`config.mk`:
```
export PLATFORM = sky130hd
export DESIGN_NAME = ssp_spi_port
export DESIGN_NICKNAME = d
export VERILOG_FILES = /design/src/hw/ssp_pkg.sv /design/src/hw/ssp_sync.sv /design/src/hw/ssp_clk_div.sv /design/src/hw/ssp_spi_port.sv
export SDC_FILE = /design/constraint.sdc
export NUM_CORES = 1
export LEC_CHECK = 0
export ABC_AREA = 1
export BUFFER_PORTS_ARGS = -buffer_cell sky130_fd_sc_hd__buf_2
export CORE_UTILIZATION = 52
export DETAILED_ROUTE_END_ITERATION = 16
export PLACE_DENSITY = 0.77
export SYNTH_ARGS = -nofsm -noshare
export SYNTH_HDL_FRONTEND = slang
export SYNTH_HIERARCHICAL = 1
export SYNTH_SLANG_ARGS = --single-unit
```
`constraint.sdc`:
```
create_clock -name i_core_clk -period 1.7 [get_ports i_core_clk]
set_input_delay 0.255 -clock i_core_clk [delete_from_list [all_inputs] [get_ports i_core_clk]]
set_output_delay 0.255 -clock i_core_clk [all_outputs]
set_load 0.02 [all_outputs]
```
`src/hw/ssp_pkg.sv`:
```
package ssp_pkg;
    // port mode select encodings
    localparam logic [3:0] MODE_DIV4 = 4'h0;
    localparam logic [3:0] MODE_DIV16 = 4'h1;
    localparam logic [3:0] MODE_DIV64 = 4'h2;
    localparam logic [3:0] MODE_SLV_SS = 4'h4;
    localparam logic [3:0] MODE_SLV = 4'h5;
    localparam logic [3:0] MODE_BAUD = 4'hA;
    // half periods of the serial clock, in core cycles
    localparam logic [9:0] HALF_DIV4 = 10'h002;
    localparam logic [9:0] HALF_DIV16 = 10'h008;
    localparam logic [9:0] HALF_DIV64 = 10'h020;
    localparam logic [9:0] HALF_BAUD_ADD = 10'h002;
    // byte framing and reset values
    localparam logic [3:0] LAST_BIT = 4'h7;
    localparam logic [4:0] LAST_PHASE = 5'h10;
    localparam logic [7:0] BUF_RST = 8'h00;
    localparam logic [2:0] PIN_RST = 3'h1;
    // status register layout
    localparam int STAT_BF_POS = 0;
    localparam int STAT_CKE_POS = 6;
    localparam int STAT_SMP_POS = 7;

    // control register one fields
    typedef struct packed {
        logic enable;
        logic clk_idle_high;
        logic [3:0] port_mode_select;
    } ssp_ctrl_one_t;

    // writable upper status bits
    typedef struct packed {
        logic sample_end;
        logic clk_edge_sel;
    } ssp_stat_cfg_t;

    // master modes drive the serial clock
    function automatic logic ssp_is_master(input logic [3:0] m);
        return (m[3:2] == 2'b00) || (m == MODE_BAUD);
    endfunction

    // slave modes take the serial clock from outside
    function automatic logic ssp_is_slave(input logic [3:0] m);
        return (m == MODE_SLV_SS) || (m == MODE_SLV);
    endfunction
endpackage

```
`src/hw/ssp_sync.sv`:
```
`timescale 1ns/1ps
module ssp_sync #(
    parameter int W = 1,
    parameter logic [W-1:0] RST_VAL = '0
) (
    input wire logic i_core_clk,        // core clock
    input wire logic i_reset_n,         // async reset, active low
    input wire logic [W-1:0] i_async,   // pin levels
    output logic [W-1:0] o_sync         // synchronised levels
);
    logic [W-1:0] meta_ff;

    // two-stage synchroniser, first stage read only by the second
    always_ff @(posedge i_core_clk or negedge i_reset_n) begin
        if (!i_reset_n) begin
            meta_ff <= RST_VAL;
            o_sync <= RST_VAL;
        end else begin
            meta_ff <= i_async;
            o_sync <= meta_ff;
        end
    end
endmodule

```
`src/hw/ssp_clk_div.sv`:
```
`timescale 1ns/1ps
module ssp_clk_div #(
    parameter int CW = 10
) (
    input wire logic i_core_clk,        // core clock
    input wire logic i_reset_n,         // async reset, active low
    input wire logic i_run,             // count while high
    input wire logic [CW-1:0] i_half,   // cycles per tick, at least 2
    output logic o_tick                 // one-cycle enable pulse
);
    logic [CW-1:0] cnt_ff;

    if (CW < 2) begin : g_bad_width
        $error("ssp_clk_div: CW must be at least 2");
    end

    // free count restarted whenever the engine stops
    always_ff @(posedge i_core_clk or negedge i_reset_n) begin
        if (!i_reset_n) begin
            cnt_ff <= '0;
            o_tick <= 1'b0;
        end else if (!i_run) begin
            cnt_ff <= '0;
            o_tick <= 1'b0;
        end else if (cnt_ff == i_half - 1'b1) begin
            cnt_ff <= '0;
            o_tick <= 1'b1;
        end else begin
            cnt_ff <= cnt_ff + 1'b1;
            o_tick <= 1'b0;
        end
    end
endmodule

```
`src/hw/ssp_spi_port.sv`:
```
`timescale 1ns/1ps
// Contract
// (RULE_01) eight-bit shift, MSb out, LSb in
// (RULE_02) data changes one edge, sampled on other
// (RULE_03) master clocks; both share idle polarity
// (RULE_04) full byte copies to buffer, sets flags
// (RULE_05) receive path is double-buffered
// (RULE_06) write loads buffer and shifter; master starts
// (RULE_07) write while shifting dropped, sets collision
// (RULE_08) buffer read clears buffer-full flag
// (RULE_09) software reads buffer before next write
// (RULE_10) shifter reachable only through data buffer
// (RULE_11) control bits pick mode, clock, phase, rate
// (RULE_12) status low bits read-only, top two writable
// (RULE_13) master drives clock; slave takes clock
// (RULE_14) port works only while enabled
// (RULE_15) baud value feeds the rate generator
// (RULE_16) master selects one slave at a time; the port has no select output
// (RULE_17) master stops clock, deselects when done; the port stops its clock but has no select output
// (RULE_18) unselected slave ignores bus, drives nothing
// (RULE_19) master rate: /4, /16, /64, /(4(b+1))
// (RULE_20) select release floats data out at once
// (RULE_21) port reset clears the bit counter
// (RULE_22) disabled port holds reset, releases pins
module ssp_spi_port (
    input wire logic i_core_clk,                        // core clock, 10 MHz
    input wire logic i_reset_n,                         // async reset, active low
    input wire ssp_pkg::ssp_ctrl_one_t i_port_control_one, // enable, polarity, mode
    input wire ssp_pkg::ssp_stat_cfg_t i_stat_cfg,      // sample phase, clock edge
    input wire logic [7:0] i_baud_rate_value,           // baud generator reload
    input wire logic i_buf_wr,                          // data buffer write strobe
    input wire logic [7:0] i_buf_wdata,                 // data buffer write data
    input wire logic i_buf_rd,                          // data buffer read strobe
    input wire logic i_irq_clear,                       // clears the interrupt flag
    input wire logic i_write_collision_flag_clear,                      // clears the collision flag
    output logic [7:0] o_port_data_buffer,              // received / written byte
    output logic [7:0] o_port_status_reg,               // status register image
    output logic o_buffer_full_flag,                    // received byte waiting
    output logic o_port_irq_flag,                       // byte complete event
    output logic o_write_collision_flag,                // write was dropped
    input wire logic i_sck,                             // serial clock pin in
    output logic o_sck,                                 // serial clock pin out
    output logic o_sck_oe,                              // drive serial clock
    input wire logic i_sdi,                             // serial data in pin
    output logic o_sdo,                                 // serial data out pin
    output logic o_sdo_oe,                              // drive serial data out
    input wire logic i_ss_n                             // slave select pin, low
);
    typedef enum logic {SH_IDLE, SH_ACTIVE} ssp_state_t;

    ssp_state_t state_ff;
    logic [2:0] pins;
    logic s_sck, s_sdi, s_ss_n;
    logic sck_d_ff, sck_lvl_ff, pend_ff, tick;
    logic [4:0] phase_ff;
    logic [3:0] bitcnt_ff;
    logic [7:0] shreg_ff, buf_ff;
    logic sdo_ff, bf_ff, irq_ff, write_collision_flag_ff;
    logic master, slave, en_ok, slave_sel, ss_rst, busy, wr_ok, coll;
    logic lead_e, trail_e, chg_e, raw_smp_e, sample_e, done;
    logic cap_e;
    logic [2:0] cap_dly_ff;
    logic [7:0] rx_byte;
    logic [9:0] half;
    logic [3:0] mode;
    logic ckp, cke, smp;

    // pin synchronisers
    ssp_sync #(.W(3), .RST_VAL(ssp_pkg::PIN_RST)) u_sync (
        .i_core_clk(i_core_clk),
        .i_reset_n(i_reset_n),
        .i_async({i_sck, i_sdi, i_ss_n}),
        .o_sync(pins)
    );
    assign {s_sck, s_sdi, s_ss_n} = pins;

    // configuration decode
    assign mode = i_port_control_one.port_mode_select; // RULE_11
    assign ckp = i_port_control_one.clk_idle_high; // RULE_11
    assign cke = i_stat_cfg.clk_edge_sel; // RULE_11
    assign smp = i_stat_cfg.sample_end & master; // RULE_11
    assign master = ssp_pkg::ssp_is_master(mode); // RULE_13
    assign slave = ssp_pkg::ssp_is_slave(mode); // RULE_13
    assign en_ok = i_port_control_one.enable & (master | slave); // RULE_14
    assign slave_sel = slave & ((mode != ssp_pkg::MODE_SLV_SS) | ~s_ss_n); // RULE_18
    assign ss_rst = (mode == ssp_pkg::MODE_SLV_SS) & s_ss_n; // RULE_21
    assign busy = (bitcnt_ff != 4'h0) | (state_ff == SH_ACTIVE);
    assign wr_ok = i_buf_wr & en_ok & ~write_collision_flag_ff & ~busy; // RULE_06
    assign coll = i_buf_wr & en_ok & ~write_collision_flag_ff & busy; // RULE_07

    // serial clock rate selection
    always_comb begin
        case (mode)
            ssp_pkg::MODE_DIV16: half = ssp_pkg::HALF_DIV16; // RULE_19
            ssp_pkg::MODE_DIV64: half = ssp_pkg::HALF_DIV64; // RULE_19
            ssp_pkg::MODE_BAUD: half = {1'b0, i_baud_rate_value, 1'b0} + ssp_pkg::HALF_BAUD_ADD; // RULE_15
            default: half = ssp_pkg::HALF_DIV4; // RULE_19
        endcase
    end

    // half-period ticks for the master clock
    ssp_clk_div #(.CW(10)) u_div (
        .i_core_clk(i_core_clk),
        .i_reset_n(i_reset_n),
        .i_run(en_ok & master & (state_ff == SH_ACTIVE)),
        .i_half(half),
        .o_tick(tick)
    );

    // edge detection, master from its own ticks, slave from the pin
    always_comb begin
        if (master) begin
            lead_e = tick & (phase_ff < ssp_pkg::LAST_PHASE) & ~phase_ff[0];
            trail_e = tick & (phase_ff < ssp_pkg::LAST_PHASE) & phase_ff[0];
        end else begin
            lead_e = en_ok & slave_sel & (s_sck != sck_d_ff) & (s_sck != ckp); // RULE_18
            trail_e = en_ok & slave_sel & (s_sck != sck_d_ff) & (s_sck == ckp); // RULE_18
        end
    end
    assign chg_e = cke ? trail_e : lead_e; // RULE_02
    assign raw_smp_e = cke ? lead_e : trail_e; // RULE_02
    assign sample_e = smp ? (tick & pend_ff) : raw_smp_e; // RULE_02
    // master input lags its sample edge by the pin round trip: clock out, two syncs
    assign cap_e = master ? cap_dly_ff[2] : sample_e; // RULE_02
    assign done = cap_e & (bitcnt_ff == ssp_pkg::LAST_BIT);
    // byte handed to the buffer, slave bits arrive with their shift
    assign rx_byte = sample_e ? {shreg_ff[6:0], s_sdi} : {shreg_ff[7:1], s_sdi}; // RULE_04

    // delayed sampling point for end-of-output-time sampling
    always_ff @(posedge i_core_clk or negedge i_reset_n) begin
        if (!i_reset_n) begin
            pend_ff <= 1'b0;
            sck_d_ff <= 1'b0;
        end else begin
            sck_d_ff <= s_sck;
            if (!en_ok || wr_ok) begin
                pend_ff <= 1'b0;
            end else if (raw_smp_e) begin
                pend_ff <= 1'b1;
            end else if (tick) begin
                pend_ff <= 1'b0;
            end
        end
    end

    // capture delay line, cleared with the engine
    always_ff @(posedge i_core_clk or negedge i_reset_n) begin
        if (!i_reset_n) begin
            cap_dly_ff <= 3'h0;
        end else if (!en_ok || wr_ok) begin
            cap_dly_ff <= 3'h0; // RULE_22
        end else begin
            cap_dly_ff <= {cap_dly_ff[1:0], sample_e & master};
        end
    end

    // master clock sequencer, sixteen edges then one idle tick
    always_ff @(posedge i_core_clk or negedge i_reset_n) begin
        if (!i_reset_n) begin
            state_ff <= SH_IDLE;
            phase_ff <= 5'h00;
            sck_lvl_ff <= 1'b0;
        end else begin
            case (state_ff)
                SH_IDLE: begin
                    phase_ff <= 5'h00;
                    sck_lvl_ff <= ckp; // RULE_03
                    if (wr_ok && master) begin
                        state_ff <= SH_ACTIVE; // RULE_06
                    end
                end
                SH_ACTIVE: begin
                    if (!en_ok) begin
                        state_ff <= SH_IDLE; // RULE_22
                    end else if (tick) begin
                        if (phase_ff == ssp_pkg::LAST_PHASE) begin
                            state_ff <= SH_IDLE;
                        end else begin
                            sck_lvl_ff <= ~sck_lvl_ff; // RULE_13
                            phase_ff <= phase_ff + 5'h01;
                        end
                    end
                end
                default: state_ff <= SH_IDLE;
            endcase
        end
    end

    // shift register and bit counter, hidden behind the data buffer
    always_ff @(posedge i_core_clk or negedge i_reset_n) begin // RULE_10
        if (!i_reset_n) begin
            shreg_ff <= ssp_pkg::BUF_RST;
            bitcnt_ff <= 4'h0;
            sdo_ff <= 1'b0;
        end else if (!en_ok) begin
            shreg_ff <= ssp_pkg::BUF_RST; // RULE_22
            bitcnt_ff <= 4'h0; // RULE_21
            sdo_ff <= 1'b0;
        end else if (wr_ok) begin
            shreg_ff <= i_buf_wdata; // RULE_06
            sdo_ff <= i_buf_wdata[7]; // RULE_01
            bitcnt_ff <= 4'h0;
        end else if (ss_rst) begin
            bitcnt_ff <= 4'h0; // RULE_21
        end else begin
            if (sample_e) begin
                shreg_ff <= {shreg_ff[6:0], cap_e ? s_sdi : 1'b0}; // RULE_01
            end else if (cap_e) begin
                shreg_ff[0] <= s_sdi; // RULE_01 RULE_02
            end
            if (cap_e) begin
                bitcnt_ff <= done ? 4'h0 : bitcnt_ff + 4'h1; // RULE_01
            end
            if (chg_e) begin
                sdo_ff <= sample_e ? shreg_ff[6] : shreg_ff[7]; // RULE_02
            end
        end
    end

    // data buffer, loaded by software or by a finished byte
    always_ff @(posedge i_core_clk or negedge i_reset_n) begin
        if (!i_reset_n) begin
            buf_ff <= ssp_pkg::BUF_RST;
        end else if (wr_ok) begin
            buf_ff <= i_buf_wdata; // RULE_06
        end else if (done) begin
            buf_ff <= rx_byte; // RULE_04 RULE_05
        end
    end

    // sticky flags, a set in the clearing cycle wins
    always_ff @(posedge i_core_clk or negedge i_reset_n) begin
        if (!i_reset_n) begin
            bf_ff <= 1'b0;
            irq_ff <= 1'b0;
            write_collision_flag_ff <= 1'b0;
        end else begin
            if (done) begin
                bf_ff <= 1'b1; // RULE_04
            end else if (i_buf_rd) begin
                bf_ff <= 1'b0; // RULE_08
            end
            if (done) begin
                irq_ff <= 1'b1; // RULE_04
            end else if (i_irq_clear) begin
                irq_ff <= 1'b0;
            end
            if (coll) begin
                write_collision_flag_ff <= 1'b1; // RULE_07
            end else if (i_write_collision_flag_clear) begin
                write_collision_flag_ff <= 1'b0;
            end
        end
    end

    // registered outputs and pin drivers
    always_ff @(posedge i_core_clk or negedge i_reset_n) begin
        if (!i_reset_n) begin
            o_sck <= 1'b0;
            o_sck_oe <= 1'b0;
            o_sdo <= 1'b0;
            o_sdo_oe <= 1'b0;
            o_port_status_reg <= 8'h00;
        end else begin
            o_sck <= sck_lvl_ff;
            o_sck_oe <= en_ok & master; // RULE_13 RULE_22
            o_sdo <= sdo_ff;
            o_sdo_oe <= en_ok & (master | slave_sel); // RULE_18 RULE_20 RULE_22
            o_port_status_reg <= 8'h00; // RULE_12
            o_port_status_reg[ssp_pkg::STAT_SMP_POS] <= i_stat_cfg.sample_end; // RULE_12
            o_port_status_reg[ssp_pkg::STAT_CKE_POS] <= i_stat_cfg.clk_edge_sel; // RULE_12
            o_port_status_reg[ssp_pkg::STAT_BF_POS] <= bf_ff; // RULE_12
        end
    end
    assign o_port_data_buffer = buf_ff;
    assign o_buffer_full_flag = bf_ff;
    assign o_port_irq_flag = irq_ff;
    assign o_write_collision_flag = write_collision_flag_ff;
endmodule

```
==> flow_summary_export.csv, run 1 <==
group,metric,value,unit
floorplan,die_y,85.0,um
sta,finalCritPeriodShare,1.15,
cts,cts_sinks,60,
floorplan,rows,29,
synthesis,yosysWarnings,6,
critical_path,critPathBufInv,5,
synthesis,synth_area,3580,um^2
critical_path,cp-start-kind,"input port",
cts,path_clk_slew,70,ps
cells_and_area,utilization,0.854,
cells_and_area,area_growth,54.9,%
power_and_ir_drop,clkPwrFrac,0.381,
sta,rsz0062_at_grt,"true",
critical_path,endpoint_kind,"flop",
power_and_ir_drop,power_frac_seq,0.384,
global_routing,grt_usage,0.277,
cts,cts_buffers,9,
critical_path,crit_family,"simple AND/OR/NAND/NOR gates",
sta,maxSlewViolCount,0,
power_and_ir_drop,power.density,737,nW/um^2
power_and_ir_drop,ir_worst_vdd,0.000435,V
floorplan,die_w,85.0,um
power_and_ir_drop,total_power,0.00409,W
global_routing,grt_pass1_vias,3521,
place,portBuffers,50,
drt,post_drt_wl_per_cell,19.4,um
sta,setup_viol,38,
synthesis,synth_edf_count,0,
cells_and_area,fin_cells,696,
cts,clk_latency,360,ps
critical_path,slowest_stage,"nor3_2",
global_routing,overflow,0,
synthesis,async_flop_share,1.00,
place,dp.cells,654,
cells_and_area,fin_area,5550,um^2
critical_path,slowest_delay,230,ps
synthesis,synth_cells,472,
critical_path,r2r_cells,8,
critical_path,cp.depth,18,
global_routing,grt_pass1_wl,15.8,mm
place,hpwl,6.27,mm
status,status,"finished with violations",
sta,fin_skew,9.82,ps
power_and_ir_drop,net-switching-power,0.00125,W
cts,clk_path_buf_depth,2,
synthesis,yosysUniqueCellTypes,38,
cells_and_area,drive_above_1_share,0.504,
sta,max_freq,513,MHz
cts,cts_tree,"built",
global_routing,grt_antenna_before_repair,0,
place,gp_congestion,0.867,
cells_and_area,largest_reg_flops,10,
sta,period_minus_slack,1950,ps
cells_and_area,layout.nets,653,
drt,vias,4186,
power_and_ir_drop,p_leak,2.77,nW
drt,routed_wl,13.5,mm
synthesis,synth_seq_cells,60,
synthesis,avgSynthCellArea,7.59,um^2
cts,htreeDepth,3,
critical_path,cp_common_cell,"nor2_1",
critical_path,worstSetupPathType,"input port to flop",
sta,fin_ws,-248,ps
floorplan,core,6490,um^2
sta,finalHoldViolations,0,
synthesis,ys_seq_area_frac,0.420,
cells_and_area,antenna_cells,0,
flow_run,cap_violations,0,
floorplan,ios,56,
min_path,hold_class,"input port to flop",
power_and_ir_drop,swShare,0.306,
cts,clockRootBuffer,"clkbuf_8",
floorplan,start_util,0.551,
drt,dr.pass1.iters,5,
power_and_ir_drop,intPower,0.00284,W
critical_path,path_cells,"buf_8 -> inv_4 -> nor2_4 -> nand2_4 -> nor2_4 -> inv_4 -> buf_6 -> nor3_2 -> buf_4 -> nor2_1 -> nand2_1 -> nor2_1 -> nor2_1 -> nor2_1 -> nor2_2 -> nand4_4 -> nand2_4 -> nor2_1",
place,place_area,4390,um^2
drt,drt_iter0_markers,408,
power_and_ir_drop,combPwrFrac,0.236,
cells_and_area,top_register,"u_div/cnt_ff",
synthesis,synth_ff_type,"dfrtp_1",
drt,drc,0,
critical_path,cp.required,1940,ps
status,violations,"negative setup slack",
critical_path,critPathArrivalTime,2190,ps
critical_path,cp_max_fo,5,
drt,vias_per_cell,6.01,
min_path,whs_path_depth,1,
global_routing,grt_max_degree,61,
drt,drtAntennaViolNets,0,
critical_path,reg2reg_setup_slack,-220,ps
floorplan,dieArea,7220,um^2
## worst paths after layout
kind | endpoint | start
max in group asynchronous | u_sync/meta_ff[0]$_DFF_PN1_ | i_reset_n
worst min register to register | u_sync/o_sync[1]$_DFF_PN0_ | u_sync/meta_ff[1]$_DFF_PN0_
worst max-delay path | u_div/cnt_ff[0]$_DFF_PN0_ | i_port_control_one[1]
worst min-delay path | u_sync/meta_ff[1]$_DFF_PN0_ | i_sdi
worst max register to register | phase_ff[1]$_DFFE_PN0P_ | phase_ff[0]$_DFFE_PN0P_
min in group asynchronous | bitcnt_ff[1]$_DFFE_PN0P_ | i_reset_n
## cell usage in the layout, fill, tap and decap left out, drive strengths merged, types with 2 or more instances in the layout
cell / count
nor3: 14
and3: 5
conb: 8
nand2: 138
dfrtp: 58
a21oi: 15
xor2: 13
bufinv: 2
dfstp: 2
xnor2: 4
buf: 131
o21ai: 22
ha: 6
nor2: 54
clkbuf: 14
inv: 64
nand3: 54
nand4: 5
## power by group through the flow
stage | logic (W) | registers [W] | clock network, W
finish | 0.000962 | 0.00157 | 0.00156
global route | 0.00102 | 0.00157 | 0.00160
CTS | 0.000768 | 0.00155 | 0.00153
detailed placement | 0.000691 | 0.00158 | 0
global placement | 0.000670 | 0.00158 | 0
floorplan | 0.000330 | 0.00165 | 0
## repair_timing
item	in CTS	in global routing
pin swaps	33	61
endpoints found under the hold margin	58	0
setup endpoints to repair	28	35
setup buffers	11	12
resized for setup	68	118
cloned	1	2
hold buffers	1	0
## cells in the mapped netlist (2+ instances only)
master	n	area [um^2]
nand2_1	124	465
dfrtp_1	58	1450
inv_1	58	218
nand3_1	48	240
nor2_1	45	169
a21oi_1	15	75.1
xor2_1	13	114
o21ai_0	12	60.1
nor3_1	11	55.1
buf_4	7	52.6
nand2_2	7	43.8
nor2_2	7	43.8
ha_1	6	75.1
o21ai_1	6	30.0
and3_1	5	31.3
nand2_4	5	56.3
nand3_2	5	50.1
inv_2	4	15.0
nand4_1	4	25.0
o21ai_2	4	35.0
xnor2_1	4	35.0
buf_2	3	15.0
inv_4	3	18.8
dfstp_2	2	52.6
nor2_4	2	22.5
nor3_2	2	20.0
## cell type report
| class | instances | area [um^2] |
|---|---|---|
| repair buffers | 133 | 1020 |
| clock buffers | 13 | 169 |
| well taps | 77 | 96.3 |
| inverters | 65 | 277 |
| flip-flops and latches | 60 | 1510 |
| fillers | 304 | 950 |
| multi-input cells | 345 | 2410 |
| clock inverters | 3 | 67.6 |
## per-layer routing
metal,global-route usage,up-vias,share of wire
met5,0,-,0
met4,0.125,0,0.078
met3,0.0506,116,0.082
met2,0.493,341,0.48
met1,0.324,1954,0.36
li1,-,1775,-
## metrics by stage
stage          worst slack (ps)  setup TNS (ps)  hold slack, ps
6_report                   -248           -4950            8.42
4_1_cts                   -88.5            -909            5.34
3_3_place_gp               -599           -8460             280
3_5_place_dp               -660          -10320             285
2_1_floorplan              -213           -2180           -40.6
5_1_grt                    -310           -7810            2.87
## kinds of logic (layout without fill, tap and decap cells)
logic type / Yosys count / count (layout) / share of synthesized area
flip-flops: 60 / 60 / 0.420
AO/OA/AOI/OAI: 39 / 39 / 0.0601
XOR/XNOR: 17 / 17 / 0.0416
buffers and inverters: 76 / 214 / 0.0922
adder cells (fa/ha/maj): 6 / 6 / 0.0210
AND/OR/NAND/NOR: 273 / 275 / 0.364
other: 1 / 8 / 0.00105
## worst register-to-register path, delay by kind of cell, from the launching register on
kind / cells / cell delay [ps]
buffers and inverters: 2 / 290
AOI/OAI and AO/OA: 1 / 320
and+or+nand+nor: 5 / 790
DFF: 1 / 420
(Power assumes the default switching activity.)
==> run 2: changes to the inputs <==
--- a/config.mk
+++ b/config.mk
@@ -7,9 +7,10 @@
 export LEC_CHECK = 0
 export ABC_AREA = 1
 export BUFFER_PORTS_ARGS = -buffer_cell sky130_fd_sc_hd__buf_2
-export CORE_UTILIZATION = 52
+export CORE_UTILIZATION = 55
+export CTS_BUF_LIST = sky130_fd_sc_hd__clkbuf_4 sky130_fd_sc_hd__clkbuf_8 sky130_fd_sc_hd__clkbuf_16
 export DETAILED_ROUTE_END_ITERATION = 16
-export PLACE_DENSITY = 0.77
+export PLACE_DENSITY = 0.78
 export SYNTH_ARGS = -nofsm -noshare
 export SYNTH_HDL_FRONTEND = slang
 export SYNTH_HIERARCHICAL = 1
==> constraint.sdc (replaced) <==
create_clock -name i_core_clk -period 2 [get_ports i_core_clk]
set_input_delay 0.3 -clock i_core_clk [delete_from_list [all_inputs] [get_ports i_core_clk]]
set_output_delay 0.3 -clock i_core_clk [all_outputs]
set_load 0.02 [all_outputs]
==> flow_summary_export.csv, run 2 (same netlist as run 1, synthesis figures left out) <==
group,metric,value,unit
status,status,"finished clean",
flow_run,cap_violations,0,
min_path,hold_class,"input port to flop",
drt,vias_per_cell,5.16,
cts,cts_sinks,60,
drt,vias,3363,
critical_path,crit_family,"simple AND/OR/NAND/NOR gates",
global_routing,grt_pass1_vias,3010,
global_routing,overflow,0,
place,portBuffers,50,
place,hpwl,6.19,mm
floorplan,core,6310,um^2
cells_and_area,final_common_cell,"nand2_1",
critical_path,critPathBufInv,5,
critical_path,cp.required,2220,ps
critical_path,endpoint_kind,"flop",
cts,cts_buffers,9,
critical_path,critPathArrivalTime,2200,ps
drt,drtAntennaViolNets,0,
critical_path,path_cells,"buf_2 -> nor2_4 -> nand2_4 -> nor2_4 -> inv_2 -> buf_6 -> o31ai_4 -> buf_6 -> inv_2 -> nand2_2 -> nand3_1 -> nand2_1 -> nand3_1 -> nor2_2 -> nand4_4 -> nand2_4 -> nor2_1",
drt,dr.pass1.iters,4,
global_routing,grt_usage,0.251,
place,gp_congestion,0.894,
critical_path,slowest_stage,"o31ai_4",
cells_and_area,top_register,"u_div/cnt_ff",
floorplan,rows,29,
sta,rsz0062_at_grt,"true",
critical_path,cp-start-kind,"input port",
global_routing,grt_pass1_wl,13.0,mm
critical_path,worstSetupPathType,"input port to flop",
cts,clockRootBuffer,"clkbuf_8",
cts,path_clk_slew,70,ps
sta,fin_skew,8.45,ps
sta,setup_viol,0,
global_routing,grt_max_degree,24,
drt,routed_wl,8.37,mm
place,dp.cells,632,
cells_and_area,layout_common_cells,"nand2_1, dfrtp_1, inv_1",
drt,drc,0,
floorplan,start_util,0.567,
floorplan,die_w,82.7,um
cts,clk_path_buf_depth,2,
power_and_ir_drop,p_leak,2.31,nW
floorplan,dieArea,6840,um^2
power_and_ir_drop,ir_worst_vdd,0.000749,V
cts,htreeDepth,3,
cells_and_area,area_growth,28.0,%
cells_and_area,antenna_cells,0,
sta,finalHoldViolations,0,
sta,fin_ws,16.3,ps
drt,post_drt_wl_per_cell,12.8,um
critical_path,slowest_delay,260,ps
cells_and_area,largest_reg_flops,10,
sta,maxSlewViolCount,0,
sta,period_minus_slack,1980,ps
floorplan,ios,56,
power_and_ir_drop,power.density,677,nW/um^2
floorplan,die_y,82.7,um
critical_path,reg2reg_setup_slack,260,ps
sta,max_freq,504,MHz
place,dpl_worst_slack,-391,ps
cts,clk_latency,330,ps
drt,drt_iter0_markers,159,
critical_path,cp_max_fo,5,
cells_and_area,fin_cells,652,
cts,cts_tree,"built",
cells_and_area,drive_above_1_share,0.308,
cells_and_area,layout.nets,609,
sta,finalCritPeriodShare,0.992,
global_routing,grt_antenna_before_repair,0,
[run 2: cell count changes in the layout (fill, tap and decap cells not counted), moves of 7 or more]
cell and change:
nand3_1 +17, buf_6 -11, buf_4 -29, nand2_2 -25
nand2_4 -15, nor2_1 +10, nand2_1 +40, nor2_4 -7
nand3_2 -15
[run 2: routing by layer]
| layer | share of wire | vias to the layer above | track usage |
|---|---|---|---|
| li1 | - | 1686 | - |
| met1 | 0.43 | 1598 | 0.299 |
| met2 | 0.53 | 71 | 0.446 |
| met3 | 0.032 | 8 | 0.0593 |
| met4 | 0.0090 | 0 | 0.0707 |
| met5 | 0 | - | 0 |
[run 2: metrics by stage]
step / area (um^2) / total power, W / TNS, ps / hold WS [ps] / utilization
floorplan: 3630 / 0.00168 / 0 / 4.41 / -
global placement: 4190 / 0.00187 / -3640 / 216 / 0.664
detailed placement: 4190 / 0.00189 / -4070 / 216 / 0.664
CTS: 4430 / 0.00309 / 0 / 58.7 / 0.702
global route: 4580 / 0.00325 / -496 / 53.5 / 0.726
finish: 4580 / 0.00310 / 0 / 73.8 / 0.726
[run 2: worst reg2reg max path: stages, from the launching register on]
cell	delay (ps)
dfrtp_1	430
inv_1	80
ha_1	170
nand3_2	120
nand3b_1	220
buf_12	180
nand2_1	70
inv_1	50
a21oi_1	130
nand2_1	80
nand2_1	70
nand2_1	50
[run 2: path summary, 6_finish.rpt]
kind | from | to | depth (start not counted)
hold / removal | i_ss_n | u_sync/meta_ff[0]$_DFF_PN1_ | 1
setup reg to reg | bitcnt_ff[0]$_DFFE_PN0P_ | o_port_data_buffer[4]$_DFFE_PN0P_ | 11
hold reg to reg | u_sync/meta_ff[1]$_DFF_PN0_ | u_sync/o_sync[1]$_DFF_PN0_ | 0
max in group asynchronous | i_reset_n | u_div/cnt_ff[4]$_DFF_PN0_ | 3
setup / recovery | i_port_control_one[0] | u_div/cnt_ff[7]$_DFF_PN0_ | 17
min in group asynchronous | i_reset_n | o_sck$_DFF_PN0_ | 2
[run 2: layout make-up]
type                       instances  area (um^2)
inverter                          65          251
fill                             493         1730
timing repair buffer              90          582
tap                               77         96.3
sequential                        60         1500
clock inverter                     7          101
clock buffer                       9          124
multi-input combinational        344         1930
[run 2: timing repair]
item / 4_1_cts / 5_1_grt
hold buffers: 1 / 0
endpoints found under the hold margin: 12 / 0
resized for setup: 1 / 32
pin swaps: 0 / 10
gates cloned: 0 / 1
buffers inserted: 0 / 2
setup endpoints to repair: 10 / 13
[run 2: report_power, final]
| part | switching (W) | internal (W) |
|---|---|---|
| clock | 0.000495 | 0.000707 |
| sequential | 0.0000378 | 0.00129 |
| combinational | 0.000361 | 0.000218 |
==> run 3: changes to the inputs <==
--- a/config.mk
+++ b/config.mk
@@ -7,6 +7,7 @@
 export LEC_CHECK = 0
 export ABC_AREA = 1
 export BUFFER_PORTS_ARGS = -buffer_cell sky130_fd_sc_hd__buf_2
+export CORE_ASPECT_RATIO = 0.8
 export CORE_UTILIZATION = 55
 export CTS_BUF_LIST = sky130_fd_sc_hd__clkbuf_4 sky130_fd_sc_hd__clkbuf_8 sky130_fd_sc_hd__clkbuf_16
 export DETAILED_ROUTE_END_ITERATION = 16
==> flow_summary_export.csv, run 3 (same netlist as run 1, synthesis figures left out) <==
group,metric,value,unit
status,status,"finished clean",
global_routing,grt_antenna_before_repair,0,
critical_path,cp.required,2230,ps
cts,clk_latency,350,ps
cts,clk_path_buf_depth,2,
floorplan,die_w,92.2,um
cells_and_area,fin_area,4560,um^2
floorplan,core,6100,um^2
cts,cts_tree,"built",
cells_and_area,antenna_cells,0,
power_and_ir_drop,p_leak,2.31,nW
floorplan,die_y,74.2,um
floorplan,dieArea,6840,um^2
drt,drt_iter0_markers,231,
global_routing,grt_util_met1,0.362,
cts,htreeDepth,3,
drt,drtAntennaViolNets,0,
drt,vias,3408,
cts,cts_sinks,60,
cells_and_area,largest_reg_flops,10,
power_and_ir_drop,ir_worst_vdd,0.000511,V
cts,path_clk_slew,60,ps
power_and_ir_drop,swShare,0.301,
global_routing,grt_pass1_vias,3205,
power_and_ir_drop,power_frac_seq,0.466,
floorplan,start_util,0.587,
flow_run,cap_violations,0,
global_routing,grt_pass1_wl,14.2,mm
sta,finalHoldViolations,0,
floorplan,rows,25,
place,hpwl,6.30,mm
global_routing,use_met2,0.432,
drt,routed_wl,8.68,mm
global_routing,grt-busiest-layer,"met2",
sta,maxSlewViolCount,0,
global_routing,grt_usage,0.266,
cts,clockRootBuffer,"clkbuf_8",
cells_and_area,fin_cells,659,
sta,max_freq,515,MHz
place,gp_congestion,0.880,
sta,fin_setup_tns,0,ps
drt,vias_per_cell,5.17,
cells_and_area,fillCellCount,467,
sta,finalCritPeriodShare,0.970,
place,place_area,4230,um^2
critical_path,cp-start-kind,"input port",
sta,fin_skew,9.98,ps
cells_and_area,multi_input_area,1920,um^2
cells_and_area,top_register,"u_div/cnt_ff",
floorplan,ios,56,
critical_path,cp_max_fo,5,
cts,cts_buffers,9,
critical_path,critPathArrivalTime,2170,ps
cells_and_area,layout_common_cells,"nand2_1, dfrtp_1, inv_1",
place,portBuffers,50,
power_and_ir_drop,power.density,623,nW/um^2
global_routing,grt_max_degree,33,
power_and_ir_drop,clkPwrFrac,0.328,
cells_and_area,area_growth,27.3,%
place,dp.cells,641,
critical_path,endpoint_kind,"flop",
global_routing,grt_util_met3,0.0695,
drt,dr.pass1.iters,5,
cells_and_area,drive_above_1_share,0.317,
global_routing,overflow,0,
sta,period_minus_slack,1940,ps
power_and_ir_drop,net-switching-power,0.000856,W
cells_and_area,seqCellArea,1500,um^2
power_and_ir_drop,combPwrFrac,0.206,
cells_and_area,layout.nets,614,
drt,drc,0,
sta,setup_viol,0,
critical_path,worstSetupPathType,"input port to flop",
power_and_ir_drop,intPower,0.00198,W
sta,hold_slack,56.6,ps
sta,rsz0062_at_grt,"true",
cells_and_area,final_common_cell,"nand2_1",
min_path,hold_class,"input port to flop",
drt,post_drt_wl_per_cell,13.2,um
==> run 3: cell type report <==
type | instances | share of cell area
timing repair buffer | 95 | 0.135
tap | 81 | 0.0222
clock inverter | 3 | 0.00329
inverter | 65 | 0.0552
sequential | 60 | 0.330
multi-input combinational | 344 | 0.422
clock buffer | 11 | 0.0319
==> run 3: worst paths after layout <==
check	slack (ps)	endpoint	start	cells past startpoint
worst max-delay path	60	u_div/cnt_ff[5]$_DFF_PN0_	i_port_control_one[0]	18
worst min-delay path	60	u_sync/meta_ff[1]$_DFF_PN0_	i_sdi	1
worst max register to register	180	o_port_data_buffer[7]$_DFFE_PN0P_	state_ff$_DFF_PN0_	8
worst min register to register	340	u_sync/o_sync[2]$_DFF_PN0_	u_sync/meta_ff[2]$_DFF_PN0_	0
max in group asynchronous	1060	u_div/cnt_ff[5]$_DFF_PN0_	i_reset_n	3
min in group asynchronous	300	u_sync/o_sync[2]$_DFF_PN0_	i_reset_n	2
==> run 3: power by group through the flow <==
stage / Clock [W] / Combinational (W) / Sequential (W)
2_1_floorplan: 0 / 0.000276 / 0.00140
3_3_place_gp: 0 / 0.000539 / 0.00134
3_5_place_dp: 0 / 0.000550 / 0.00134
4_1_cts: 0.000936 / 0.000555 / 0.00132
5_1_grt: 0.000998 / 0.000650 / 0.00133
6_report: 0.000932 / 0.000586 / 0.00132
==> run 3: worst max-delay path: stages <==
cell and delay (ps):
buf_2 120, nor2_4 110, nand2_4 60, nor2_4 90, inv_2 50, buf_6 130, o31ai_4 180, buf_6 140
buf_4 100, nand2_1 60, nand2_1 60, nand2_1 50, nand2_1 100, nand3_1 90, nor2_2 160, nand4_4 150
nand2_4 140, nor2_1 50
==> run 3: metal layers <==
layer	wire length, um	share of wire
met1	3990	0.46
met2	4120	0.47
met3	529	0.061
met4	42	0.0048
met5	0	0
==> run 3: stage by stage <==
stage / power, W / worst slack [ps] / util
after detailed placement: 0.00189 / -351 / 0.694
after CTS: 0.00281 / 55.5 / 0.722
after floorplan: 0.00168 / 9.83 / -
after global routing: 0.00298 / -79.3 / 0.747
final: 0.00284 / 59.6 / 0.747
after global placement: 0.00188 / -310 / 0.694
==> run 3: what timing repair did <==
action | 4_1_cts | 5_1_grt
cloned | 0 | 1
setup buffers | 0 | 2
endpoints found under the setup margin | 6 | 11
endpoints found under the hold margin | 6 | 0
pin swaps | 0 | 8
gates resized for setup | 1 | 33
hold buffers | 1 | 0
